### config.mk
export PLATFORM = sky130hd
export DESIGN_NAME = mttcu_top
export DESIGN_NICKNAME = d
export VERILOG_FILES = /design/src/hdl/mttcu_pkg.sv /design/src/hdl/mttcu_timer.sv /design/src/hdl/mttcu_top.sv
export VERILOG_INCLUDE_DIRS = /design/src /design/src/hdl
export SDC_FILE = /design/constraint.sdc
export NUM_CORES = 1
export LEC_CHECK = 0
export BUFFER_PORTS_ARGS = -buffer_cell sky130_fd_sc_hd__buf_2
export CORE_ASPECT_RATIO = 1.1
export CORE_MARGIN = 4
export CORE_UTILIZATION = 55
export DETAILED_ROUTE_END_ITERATION = 12
export PLACE_DENSITY = 0.84
export SYNTH_ARGS = -nofsm -noshare
export SYNTH_HDL_FRONTEND = slang
export SYNTH_SLANG_ARGS = --single-unit
### constraint.sdc
create_clock -name sys_clk_i -period 9.2 [get_ports sys_clk_i]
set_input_delay 2.76 -clock sys_clk_i [delete_from_list [all_inputs] [get_ports sys_clk_i]]
set_output_delay 2.76 -clock sys_clk_i [all_outputs]
set_load 0.01 [all_outputs]
### src/hdl/mttcu_defs.svh
// Purpose: Constants of the multimode timer/counter unit
// Assumes: APB byte addresses, 32-bit data
// Notes:   Included by the package and by the design files
`ifndef MTTCU_DEFS_SVH
`define MTTCU_DEFS_SVH

`define MTT_NUM_TMR       4
`define MTT_CNT_W         16
`define MTT_CFG_W         14
`define MTT_ADDR_W        8
`define MTT_PRE_W         11
`define MTT_EV_W          6

// Smallest counting periods in half-cycle time units, then CPU cycles
`define MTT_M1_MIN_HALF   16
`define MTT_M2_MIN_HALF   8
`define MTT_M1_MIN_CYC    (`MTT_M1_MIN_HALF / 2)
`define MTT_M2_MIN_CYC    (`MTT_M2_MIN_HALF / 2)

// Register map, byte offsets
`define MTT_CTRL_BASE     8'h00
`define MTT_CNT_BASE      8'h04
`define MTT_TMR_STRIDE    8'h10
`define MTT_OTL_ADDR      8'h40
`define MTT_STAT_ADDR     8'h44
`define MTT_MASK_ADDR     8'h48

// Reset values
`define MTT_CFG_RST       14'h0000
`define MTT_CNT_RST       16'h0000
`define MTT_OTL_RST       2'h0
`define MTT_EV_RST        6'h00

`endif

### src/hdl/mttcu_pkg.sv
// Purpose: Types of the multimode timer/counter unit
// Assumes: mttcu_defs.svh holds the numbers
// Notes:   Config struct layout equals the control register bits [13:0]
`include "mttcu_defs.svh"

package mttcu_pkg;

  typedef enum logic [1:0] {
    MTT_TIMER   = 2'b00,
    MTT_GATED   = 2'b01,
    MTT_COUNTER = 2'b10,
    MTT_QUAD    = 2'b11
  } mttcu_mode_t;

  typedef enum logic [1:0] {
    MTT_TRG_EXT  = 2'b00,
    MTT_TRG_RISE = 2'b01,
    MTT_TRG_FALL = 2'b10,
    MTT_TRG_ANY  = 2'b11
  } mttcu_trig_t;

  typedef struct packed {
    mttcu_trig_t rc_trig;
    logic        rc_cap;
    logic        rc_en;
    logic        chain;
    logic        pol;
    logic [2:0]  ps;
    logic        eud_en;
    logic        dir_down;
    logic        run;
    mttcu_mode_t mode;
  } mttcu_cfg_t;

  typedef struct packed {
    logic tick;
    logic edge_p;
    logic gate;
    logic chain;
    logic down;
  } mttcu_step_t;

endpackage

### src/hdl/mttcu_timer.sv
// Purpose: One up/down timer of the unit
// Assumes: Stimulus already synchronised and decoded by the parent
// Notes:   Wrap pulse is registered, one cycle after the wrapping step
`timescale 1ns/1ps
`include "mttcu_defs.svh"

module mttcu_timer #(
  parameter int unsigned WIDTH = `MTT_CNT_W
) (
  // Clock and reset
  input  wire logic                   sys_clk_i,
  input  wire logic                   reset_n_i,
  // Control
  input  wire mttcu_pkg::mttcu_cfg_t  cfg_i,
  input  wire mttcu_pkg::mttcu_step_t step_i,
  input  wire logic                   load_i,
  input  wire logic [WIDTH-1:0]       load_val_i,
  input  wire logic                   wr_i,
  input  wire logic [WIDTH-1:0]       wdata_i,
  // State
  output logic      [WIDTH-1:0]       count_o,
  output logic                        wrap_o
);
  import mttcu_pkg::*;

  localparam logic [WIDTH-1:0] ONE = {{(WIDTH-1){1'b0}}, 1'b1};

  if (WIDTH < 2 || WIDTH > 32) begin : g_chk
    $error("mttcu_timer: WIDTH must lie in 2..32");
  end

  logic [WIDTH-1:0] count_q, count_d;
  logic             wrap_q,  wrap_d;
  logic             step;

  always_comb begin
    unique case (cfg_i.mode)
      MTT_TIMER:   step = step_i.tick;
      MTT_GATED:   step = step_i.tick & step_i.gate;
      MTT_COUNTER: step = cfg_i.chain ? step_i.chain : step_i.edge_p;
      MTT_QUAD:    step = step_i.edge_p;
    endcase
    step    = step & cfg_i.run;
    count_d = count_q;
    wrap_d  = 1'b0;
    if (step) begin
      count_d = step_i.down ? count_q - ONE : count_q + ONE;
      wrap_d  = step_i.down ? (count_q == '0) : (count_q == '1);
    end
    if (load_i) begin
      count_d = load_val_i;
    end
    // Software write beats any hardware update in the same cycle
    if (wr_i) begin
      count_d = wdata_i;
    end
  end

  always_ff @(posedge sys_clk_i or negedge reset_n_i) begin
    if (!reset_n_i) begin
      count_q <= `MTT_CNT_RST;
      wrap_q  <= 1'b0;
    end else begin
      count_q <= count_d;
      wrap_q  <= wrap_d;
    end
  end

  assign count_o = count_q;
  assign wrap_o  = wrap_q;

endmodule // mttcu_timer

### src/hdl/mttcu_top.sv
// Purpose: Multimode timer/counter unit, two modules of core plus aux timer
// Assumes: APB slave, 50 MHz sys_clk_i, pins asynchronous to sys_clk_i
// Notes:   Timer 0/1 = first module core/aux, 2/3 = second module core/aux
//
// Added by the designer: the APB interface to the registers and the register offsets.
`timescale 1ns/1ps
`include "mttcu_defs.svh"

module mttcu_top #(
  parameter int unsigned PRE_W = `MTT_PRE_W
) (
  // Clock and reset
  input  wire logic                    sys_clk_i,
  input  wire logic                    reset_n_i,
  // APB slave
  input  wire logic                    psel,
  input  wire logic                    penable,
  input  wire logic                    pwrite,
  input  wire logic [`MTT_ADDR_W-1:0]  paddr,
  input  wire logic [31:0]             pwdata,
  output logic      [31:0]             prdata,
  output logic                         pready,
  output logic                         pslverr,
  // Pins, one per timer
  input  wire logic [`MTT_NUM_TMR-1:0] external_count_input_i,
  input  wire logic [`MTT_NUM_TMR-1:0] external_direction_input_i,
  // Outputs
  output logic      [1:0]              core_toggle_latch_o,
  output logic                         irq_o
);
  import mttcu_pkg::*;

  localparam int unsigned NT = `MTT_NUM_TMR;
  localparam int unsigned CW = `MTT_CNT_W;

  // Largest prescaled period is 8 << 7 cycles
  if (PRE_W < 11 || PRE_W > 31) begin : g_chk
    $error("mttcu_top: PRE_W must lie in 11..31");
  end

  // Struct layout must match the CTRL field width
  if ($bits(mttcu_cfg_t) != `MTT_CFG_W) begin : g_cfg_chk
    $error("mttcu_top: config struct width differs from MTT_CFG_W");
  end

  // Timers pair as core and aux, one latch per pair
  if (NT % 2 != 0 || NT / 2 != $bits(core_toggle_latch_o)) begin : g_nt_chk
    $error("mttcu_top: timer count must be twice the latch count");
  end

  // One status bit per timer wrap and per module trigger
  if (`MTT_EV_W != NT + $bits(core_toggle_latch_o)) begin : g_ev_chk
    $error("mttcu_top: event width does not match timer count");
  end

  // Tick on the last count of each period, so all timers stay aligned
  function automatic logic pre_tick(input logic [PRE_W-1:0] cnt,
                                    input logic [PRE_W-1:0] base,
                                    input logic [2:0]       ps);
    logic [PRE_W-1:0] mask;
    mask     = (base << ps) - {{(PRE_W-1){1'b0}}, 1'b1};
    pre_tick = (cnt & mask) == mask;
  endfunction

  // Byte address of a per-timer register
  function automatic logic [`MTT_ADDR_W-1:0] tmr_addr(input int unsigned i,
                                                      input logic [`MTT_ADDR_W-1:0] base);
    tmr_addr = base + `MTT_ADDR_W'(i * `MTT_TMR_STRIDE);
  endfunction

  // Pin synchronisers; stage 3 serves edge detection and quadrature direction
  logic [2*NT-1:0] pin_s1_q, pin_s2_q, pin_s3_q;
  logic [2*NT-1:0] pin_s1_d, pin_s2_d, pin_s3_d;
  logic [NT-1:0]   a_now, a_old, b_now, b_old;

  always_comb begin
    pin_s1_d = {external_direction_input_i, external_count_input_i};
    pin_s2_d = pin_s1_q;
    pin_s3_d = pin_s2_q;
    a_now    = pin_s2_q[NT-1:0];
    a_old    = pin_s3_q[NT-1:0];
    b_now    = pin_s2_q[2*NT-1:NT];
    b_old    = pin_s3_q[2*NT-1:NT];
  end

  always_ff @(posedge sys_clk_i or negedge reset_n_i) begin
    if (!reset_n_i) begin
      pin_s1_q <= '0;
      pin_s2_q <= '0;
      pin_s3_q <= '0;
    end else begin
      pin_s1_q <= pin_s1_d;
      pin_s2_q <= pin_s2_d;
      pin_s3_q <= pin_s3_d;
    end
  end

  // Shared free-running prescaler
  logic [PRE_W-1:0] pre_q, pre_d;

  always_comb begin
    pre_d = pre_q + {{(PRE_W-1){1'b0}}, 1'b1};
  end

  always_ff @(posedge sys_clk_i or negedge reset_n_i) begin
    if (!reset_n_i) begin
      pre_q <= '0;
    end else begin
      pre_q <= pre_d;
    end
  end

  // Software state
  mttcu_cfg_t              cfg_q   [NT];
  mttcu_cfg_t              cfg_d   [NT];
  logic [1:0]              otl_q,  otl_d, otl_prev_q;
  logic [`MTT_EV_W-1:0]    stat_q, stat_d, mask_q, mask_d;
  logic [31:0]             rdata_q, rdata_d;

  // Timer wiring
  mttcu_step_t             step    [NT];
  logic [NT-1:0]           load, wr_cnt, wrap;
  logic [CW-1:0]           load_val [NT];
  logic [CW-1:0]           count    [NT];
  logic [1:0]              otl_chg, otl_rise, otl_fall, rc_fire;
  logic [NT-1:0]           ext_edge;

  logic                    setup, wr_acc, hit;
  logic [`MTT_ADDR_W-1:0]  addr;

  assign setup  = psel & ~penable;
  assign wr_acc = psel & penable & pwrite;
  assign addr   = paddr;

  always_comb begin
    otl_chg  = otl_q ^ otl_prev_q;
    otl_rise = otl_q & ~otl_prev_q;
    otl_fall = ~otl_q & otl_prev_q;
    for (int i = 0; i < NT; i++) begin
      ext_edge[i] = cfg_q[i].pol ? (a_old[i] & ~a_now[i]) : (a_now[i] & ~a_old[i]);
      step[i].tick  = (i < 2) ? pre_tick(pre_q, PRE_W'(`MTT_M1_MIN_CYC), cfg_q[i].ps)
                              : pre_tick(pre_q, PRE_W'(`MTT_M2_MIN_CYC), cfg_q[i].ps);
      step[i].gate  = a_now[i] ^ cfg_q[i].pol;
      step[i].chain = (i % 2 == 1) ? otl_chg[i/2] : 1'b0;
      if (cfg_q[i].mode == MTT_QUAD) begin
        // Phase A leads B when counting up
        // Direction compares A now with B one sample back
        step[i].edge_p = (a_now[i] ^ a_old[i]) | (b_now[i] ^ b_old[i]);
        step[i].down   = cfg_q[i].dir_down ^ ~(a_now[i] ^ b_old[i]);
      end else begin
        step[i].edge_p = ext_edge[i];
        step[i].down   = cfg_q[i].dir_down ^ (cfg_q[i].eud_en & b_now[i]);
      end
    end
  end

  // Reload or capture, configured in each module's aux control
  // Capture copies core into aux, reload copies aux into core
  always_comb begin
    load = '0;
    for (int m = 0; m < 2; m++) begin
      unique case (cfg_q[2*m+1].rc_trig)
        MTT_TRG_EXT:  rc_fire[m] = ext_edge[2*m+1];
        MTT_TRG_RISE: rc_fire[m] = otl_rise[m];
        MTT_TRG_FALL: rc_fire[m] = otl_fall[m];
        MTT_TRG_ANY:  rc_fire[m] = otl_chg[m];
      endcase
      rc_fire[m] = rc_fire[m] & cfg_q[2*m+1].rc_en;
      if (cfg_q[2*m+1].rc_cap) begin
        load[2*m+1] = rc_fire[m];
      end else begin
        load[2*m]   = rc_fire[m];
      end
      load_val[2*m]   = count[2*m+1];
      load_val[2*m+1] = count[2*m];
    end
  end

  for (genvar g = 0; g < NT; g++) begin : g_tmr
    assign wr_cnt[g] = wr_acc & (addr == tmr_addr(g, `MTT_CNT_BASE));
    mttcu_timer #(
      .WIDTH      (CW)
    ) mttcu_timer_inst (
      .sys_clk_i  (sys_clk_i),
      .reset_n_i  (reset_n_i),
      .cfg_i      (cfg_q[g]),
      .step_i     (step[g]),
      .load_i     (load[g]),
      .load_val_i (load_val[g]),
      .wr_i       (wr_cnt[g]),
      .wdata_i    (pwdata[CW-1:0]),
      .count_o    (count[g]),
      .wrap_o     (wrap[g])
    );
  end

  // Register writes, toggle latches and events
  always_comb begin
    for (int i = 0; i < NT; i++) begin
      cfg_d[i] = cfg_q[i];
      if (wr_acc && addr == tmr_addr(i, `MTT_CTRL_BASE)) begin
        cfg_d[i] = mttcu_cfg_t'(pwdata[`MTT_CFG_W-1:0]);
        // Quadrature exists only in the first module
        if (i >= 2 && cfg_d[i].mode == MTT_QUAD) begin
          cfg_d[i].mode = MTT_COUNTER;
        end
      end
    end
    otl_d = otl_q ^ {wrap[2], wrap[0]};
    if (wr_acc && addr == `MTT_OTL_ADDR) begin
      otl_d = pwdata[1:0];
    end
  end

  // Sticky events; a new event wins over a clear in the same cycle
  always_comb begin
    mask_d = mask_q;
    if (wr_acc && addr == `MTT_MASK_ADDR) begin
      mask_d = pwdata[`MTT_EV_W-1:0];
    end
    stat_d = stat_q;
    if (wr_acc && addr == `MTT_STAT_ADDR) begin
      stat_d = stat_q & ~pwdata[`MTT_EV_W-1:0];
    end
    stat_d = stat_d | {rc_fire, wrap};
  end

  always_ff @(posedge sys_clk_i or negedge reset_n_i) begin
    if (!reset_n_i) begin
      stat_q <= `MTT_EV_RST;
      mask_q <= `MTT_EV_RST;
    end else begin
      stat_q <= stat_d;
      mask_q <= mask_d;
    end
  end

  // Read data captured in the setup cycle, answered in the access cycle
  always_comb begin
    hit     = 1'b0;
    rdata_d = rdata_q;
    for (int i = 0; i < NT; i++) begin
      if (addr == tmr_addr(i, `MTT_CTRL_BASE)) begin
        hit     = 1'b1;
        rdata_d = {{(32-`MTT_CFG_W){1'b0}}, cfg_q[i]};
      end
      if (addr == tmr_addr(i, `MTT_CNT_BASE)) begin
        hit     = 1'b1;
        rdata_d = {{(32-CW){1'b0}}, count[i]};
      end
    end
    if (addr == `MTT_OTL_ADDR) begin
      hit     = 1'b1;
      rdata_d = {30'h0000_0000, otl_q};
    end
    if (addr == `MTT_STAT_ADDR) begin
      hit     = 1'b1;
      rdata_d = {{(32-`MTT_EV_W){1'b0}}, stat_q};
    end
    if (addr == `MTT_MASK_ADDR) begin
      hit     = 1'b1;
      rdata_d = {{(32-`MTT_EV_W){1'b0}}, mask_q};
    end
    if (setup && !hit) begin
      rdata_d = 32'h0000_0000;
    end
    if (!setup) begin
      rdata_d = rdata_q;
    end
  end

  always_ff @(posedge sys_clk_i or negedge reset_n_i) begin
    if (!reset_n_i) begin
      for (int i = 0; i < NT; i++) begin
        cfg_q[i] <= mttcu_cfg_t'(`MTT_CFG_RST);
      end
      otl_q      <= `MTT_OTL_RST;
      otl_prev_q <= `MTT_OTL_RST;
      rdata_q    <= 32'h0000_0000;
    end else begin
      for (int i = 0; i < NT; i++) begin
        cfg_q[i] <= cfg_d[i];
      end
      otl_q      <= otl_d;
      otl_prev_q <= otl_q;
      rdata_q    <= rdata_d;
    end
  end

  assign prdata              = rdata_q;
  // Read data is ready from the setup edge, so no wait states
  assign pready              = 1'b1;
  assign pslverr             = psel & penable & ~hit;
  assign core_toggle_latch_o = otl_q;
  assign irq_o               = |(stat_q & mask_q);

endmodule // mttcu_top

Word level (Yosys, flattened, before mapping):

Cells that the tools add are included.

* flip-flop bits (word level): 207
* bits in latches: 0
* bits in writable memories: 0
* memory bits (read-only): 0
* bits of input ports: 53
* output and inout bits: 37
* word-level logic and storage cells: 300
* memories: 0

* $add $sub $neg: 13
* multiply operators: 0
* divide/modulo/power cells: 0
* magnitude comparators: 0
* equality and inequality tests: 37
* shift-type cells: 4
* mux-type cells: 76
* bitwise logic cells: 86
* reduce and logical (&&, ||, !) cells: 27

Operators with widths (number)
* $mux W32: 12
* $mux W16: 16
* $add A16 B1 Y16 const B: 4
* $eq A16 B16 Y1 const B: 4
* $logic_not A16 Y1: 4
* $sub A16 B1 Y16 const B: 4
* $and A11 B11 Y11: 4
* $eq A11 B11 Y1: 4
* $sub A11 B1 Y11 const B: 4
* $mux W1: 39
* $eq A8 B6 Y1 const B: 4
* $and A1 B1 Y1: 30
* $eq A2 B2 Y1 const B: 13
* $eq A8 B7 Y1 const B: 3
* $pmux W1 S4: 6
* $xor A1 B1 Y1: 24
* $shl A3 B3 Y11 const A: 2
* $shl A4 B3 Y11 const A: 2
* $eq A8 B5 Y1 const B: 2
* $not A1 Y1: 14
* $and A6 B6 Y6: 2
* $eq A2 B1 Y1 const B: 6
* $logic_not A2 Y1: 6
* $reduce_bool A12 Y1: 1
* 16 further kinds: 33

Longest topological paths before layout:

* depth in word-level cells: 16
* gate-level depth with buffers: 13

Cells and area by module:

From an unflattened synthesis, not the netlist that was laid out.

* cell total of the unflattened synthesis: 1551
* area total of the unflattened synthesis: 13892.1 um^2

Modules (own cells, without submodules)
* mttcu_top: times used 1, cells an instance 709, area an instance 7079.3 um^2, seq. area each 3052.9 um^2
* mttcu_timer (g_tmr[0].mttcu_timer_inst ...): times used 3, cells an instance 210, area an instance 1711.6 um^2, seq. area each 425.4 um^2
* mttcu_timer (g_tmr[3].mttcu_timer_inst): times used 1, cells an instance 212, area an instance 1677.9 um^2, seq. area each 425.4 um^2

Least setup slack after synthesis:

OpenSTA, ideal clock, no wires.

* kind: input to output
* from: input port paddr[5]
* to: output port pslverr
* arrival: 3.992 ns
* required time: 6.440 ns
* setup slack: 2.448 ns
* stages on the path: 5
* cell sequence: or2_2 > nor3b_1 > nand2_1 > a221oi_2 > nor2_1

* cells in the longest elaborated chain, start to end: 14
* elaborated cells on any way between the ends: 24
* those cells by class: eq/ne: 10; mux: 11; bitwise: 2; reduce/logical: 1

Ends and longest elaborated chain
* start: declaration: RTL line mttcu_top.sv:19 `` input wire logic [`MTT_ADDR_W-1:0] paddr, ``
* $logic_not A8 Y1: RTL line mttcu_top.sv:243 `` if (addr == tmr_addr(i, `MTT_CTRL_BASE)) begin ``
* $mux W1: RTL line mttcu_top.sv:243
* $mux W1: RTL line mttcu_top.sv:247 `` if (addr == tmr_addr(i, `MTT_CNT_BASE)) begin ``
* $mux W1: RTL line mttcu_top.sv:243
* $mux W1: RTL line mttcu_top.sv:247
* $mux W1: RTL line mttcu_top.sv:243
* $mux W1: RTL line mttcu_top.sv:247
* $mux W1: RTL line mttcu_top.sv:243
* $mux W1: RTL line mttcu_top.sv:247
* $mux W1: RTL line mttcu_top.sv:252 `` if (addr == `MTT_OTL_ADDR) begin ``
* $mux W1: RTL line mttcu_top.sv:256 `` if (addr == `MTT_STAT_ADDR) begin ``
* $mux W1 *: RTL line mttcu_top.sv:260 `` if (addr == `MTT_MASK_ADDR) begin ``
* $not A1 Y1 *: RTL line mttcu_top.sv:293 `assign pslverr = psel & penable & ~hit;`
* $and A1 B1 Y1 *: RTL line mttcu_top.sv:293
* end: declaration: RTL line mttcu_top.sv:23 `output logic pslverr,`

Every way passes the cells marked *; elsewhere a longest branch is shown, timed or not.

Worst setup path in the final report:

Ends and elaborated chain as after synthesis.

==> results.cfg <==
[floorplan]
die_w_um = 154
fp.dieH_um = 169
coreArea_um2 = 23000
io_pins = 90
start_util_pct = 56.2
die-area_um2 = 26000
rows = 58

[detailed_routing]
route.detailed.drc = 0
vias = 12300
wl_met3_um = 4640
wl_met1_um = 15200
dr_wl_met2_um = 18600
dr.pass1.iters = 6
wire_per_inst_um = 22.8
post_drt_via_cell_ratio = 6.78
drtIter0Drc = 1626
routed_wirelength_um = 41200
top_layer = met4
ant_nets = 0

[cells_and_area]
nets = 1619
multiInputGateArea_um2 = 7710
fin_cells = 1810
fill_cells = 1931
drive_above_1_share_pct = 12.0
seqCellArea_um2 = 4750
syn2layout_area_growth_pct = 8.19

[grt]
grt_pass1_wl_um = 63800
antenna_found_initial = 1
grt.total_usage_pct = 31.2
grt_max_degree = 115
grt_pass1_vias = 11700
overflow = 0

[clock_network]
clk_latency_ns = 0.45
cts-root-buf = clkbuf_16
cts_buffer_depth = 2
numCtsBuffers = 17
clk_pin_slew_worst_paths_ns = 0.07
cts.sinks = 190
ctsResizeCount = 0
ctsHoldBuffers = 0
post_cts_buffers = 0
htree_levels = 4
cts_tree = done

[power_and_ir_drop]
p_leak_nw = 6.27
power_density_nw_per_um2 = 170
ir_worst_vdd_mv = 0.138

[placed_design]
place_congestion = 0.990
port_buffers = 56
hpwlAfterDp_um = 28400
dp.cells = 1774

[synth]
async_flop_share_pct = 100
synth_ff_type = dfrtp_1
synthDominantCellAreaShare_pct = 36.8
synth_top_area_cell = dfrtp_1
ys_ff_latch = 190
synthTopCellsByArea = dfrtp_1, ha_1, mux2_2
synth_warnings = 0
yosysMostFrequentCell = dfrtp_1
yosysSeqAreaShare_pct = 36.8
synth-edff-count = 0
synth_area_um2 = 12900
synth_cells = 1473
synth_cell_types = 65
syn_avg_cell_area_um2 = 8.78
netlist_top_cells_count = dfrtp_1, nand2_1, nor2_1, a21oi_1, o21ai_0

[worst_setup_path]
cp_num_buf_inv = 2
worstPathRequired_ns = 6.44
endpoint_kind = output port
critPathTopFamily = simple AND/OR/NAND/NOR gates
crit_path_top_delay_cell = a221oi_2
cpPeakStageDelay_ns = 0.64
cp_common_cell = buf_2
crit_chain = buf_2 -> or2_2 -> nor3b_1 -> nand2_1 -> a221oi_2 -> nor2_1 -> buf_2
critPathArrivalTime_ns = 4.72
cp-start-kind = input pin
crit_type = in -> out
rrSetupSlack_ns = 5.21
path_max_fanout = 13

[timing]
relSlewSlack_pct = 29.7
hold_viol = 0
finalSetupViolCount = 0
max_clock_freq_mhz = 134
setup_tns_ns = 0
rsz0062_at_grt = no
worst_pin_slew_ns = 1.05
fin_crit_sh_pct = 81.4
maxSlewViolCount = 0
fin_crit_ns = 7.48
clock_skew_ns = 0.0110

[min_path]
hold_class = reg -> reg

[job]
maxCapViolCount = 0

[status]
outcome = complete, no violations
==> sequential cells by signal (all words and copies together), names as in the netlist, 6 cells and up <==
signal	flops
mask_q	6
pin_s1_q	8
cfg_q	56
pin_s3_q	8
prdata	16
pre_q	10
g_tmr.mttcu_timer_inst.count_o	64
stat_q	6
pin_s2_q	8
==> cell families after synthesis <==
| family | count (synthesis) | share of synthesized area [%] |
|---|---|---|
| XOR/XNOR | 81 | 5.48 |
| AND/OR/NAND/NOR | 453 | 16.3 |
| buffers and inverters | 122 | 4.11 |
| flip-flops | 190 | 36.8 |
| AO/OA/AOI/OAI | 470 | 22.9 |
| multiplexers | 82 | 7.14 |
| other | 2 | 0.0580 |
| adder cells (fa/ha/maj) | 73 | 7.29 |
==> per-layer routing <==
metal	vias up	GRT usage [%]
met1	5805	39.6
met5	-	0
met4	0	17.9
met3	215	7.77
li1	5439	-
met2	812	48.7
==> power breakdown <==
group | leakage [nW] | switching, mW | internal (mW)
Clock | 0.291 | 0.363 | 0.412
Sequential | 2.29 | 0.125 | 0.883
Combinational | 3.68 | 0.335 | 0.257
==> metrics by stage <==
stage / total power, mW / cell area [µm²] / utilization (%) / hold WS [ns] / setup WS (ns)
2_1_floorplan: 1.40 / 13000 / - / 0.331 / 2.45
3_3_place_gp: 1.56 / 13400 / 58.2 / 0.333 / 1.81
3_5_place_dp: 1.58 / 13400 / 58.2 / 0.336 / 1.78
4_1_cts: 2.35 / 14000 / 60.8 / 0.353 / 1.76
5_1_grt: 2.48 / 14000 / 60.8 / 0.359 / 1.56
6_report: 2.37 / 14000 / 60.8 / 0.352 / 1.72
==> final timing paths <==
| path | cells past startpoint | endpoint | startpoint |
|---|---|---|---|
| min reg2reg | 0 | pin_s2_q[5] | pin_s1_q[5] |
| min | 0 | pin_s2_q[5] | pin_s1_q[5] |
| min in group asynchronous | 1 | pin_s3_q[3] | reset_n_i |
| max | 7 | pslverr | paddr[5] |
| max in group asynchronous | 2 | g_tmr[2].mttcu_timer_inst.count_o[10] | reset_n_i |
| max reg2reg | 14 | g_tmr[1].mttcu_timer_inst.count_o[12] | pin_s2_q[1] |
==> cell usage in the layout, fill, tap and decap left out, types with 37 or more instances in the layout <==
cell type  count
mux2_2        60
dfrtp_1      190
xnor2_1       44
buf_2         55
ha_1          69
o21ai_0      109
xor2_1        37
nand2_1      169
a21oi_1      116
nor2_1       117
==> cell type report <==
cell class | count | area share [%]
antenna | 4 | 0.0715
clock buffer | 18 | 3.07
clock inverter | 14 | 1.24
inverter | 36 | 0.965
multi-input combinational | 1176 | 55.1
sequential | 190 | 34.0
tap | 300 | 2.68
timing repair buffer | 72 | 2.92
Power figures use the tool's default switching activity.
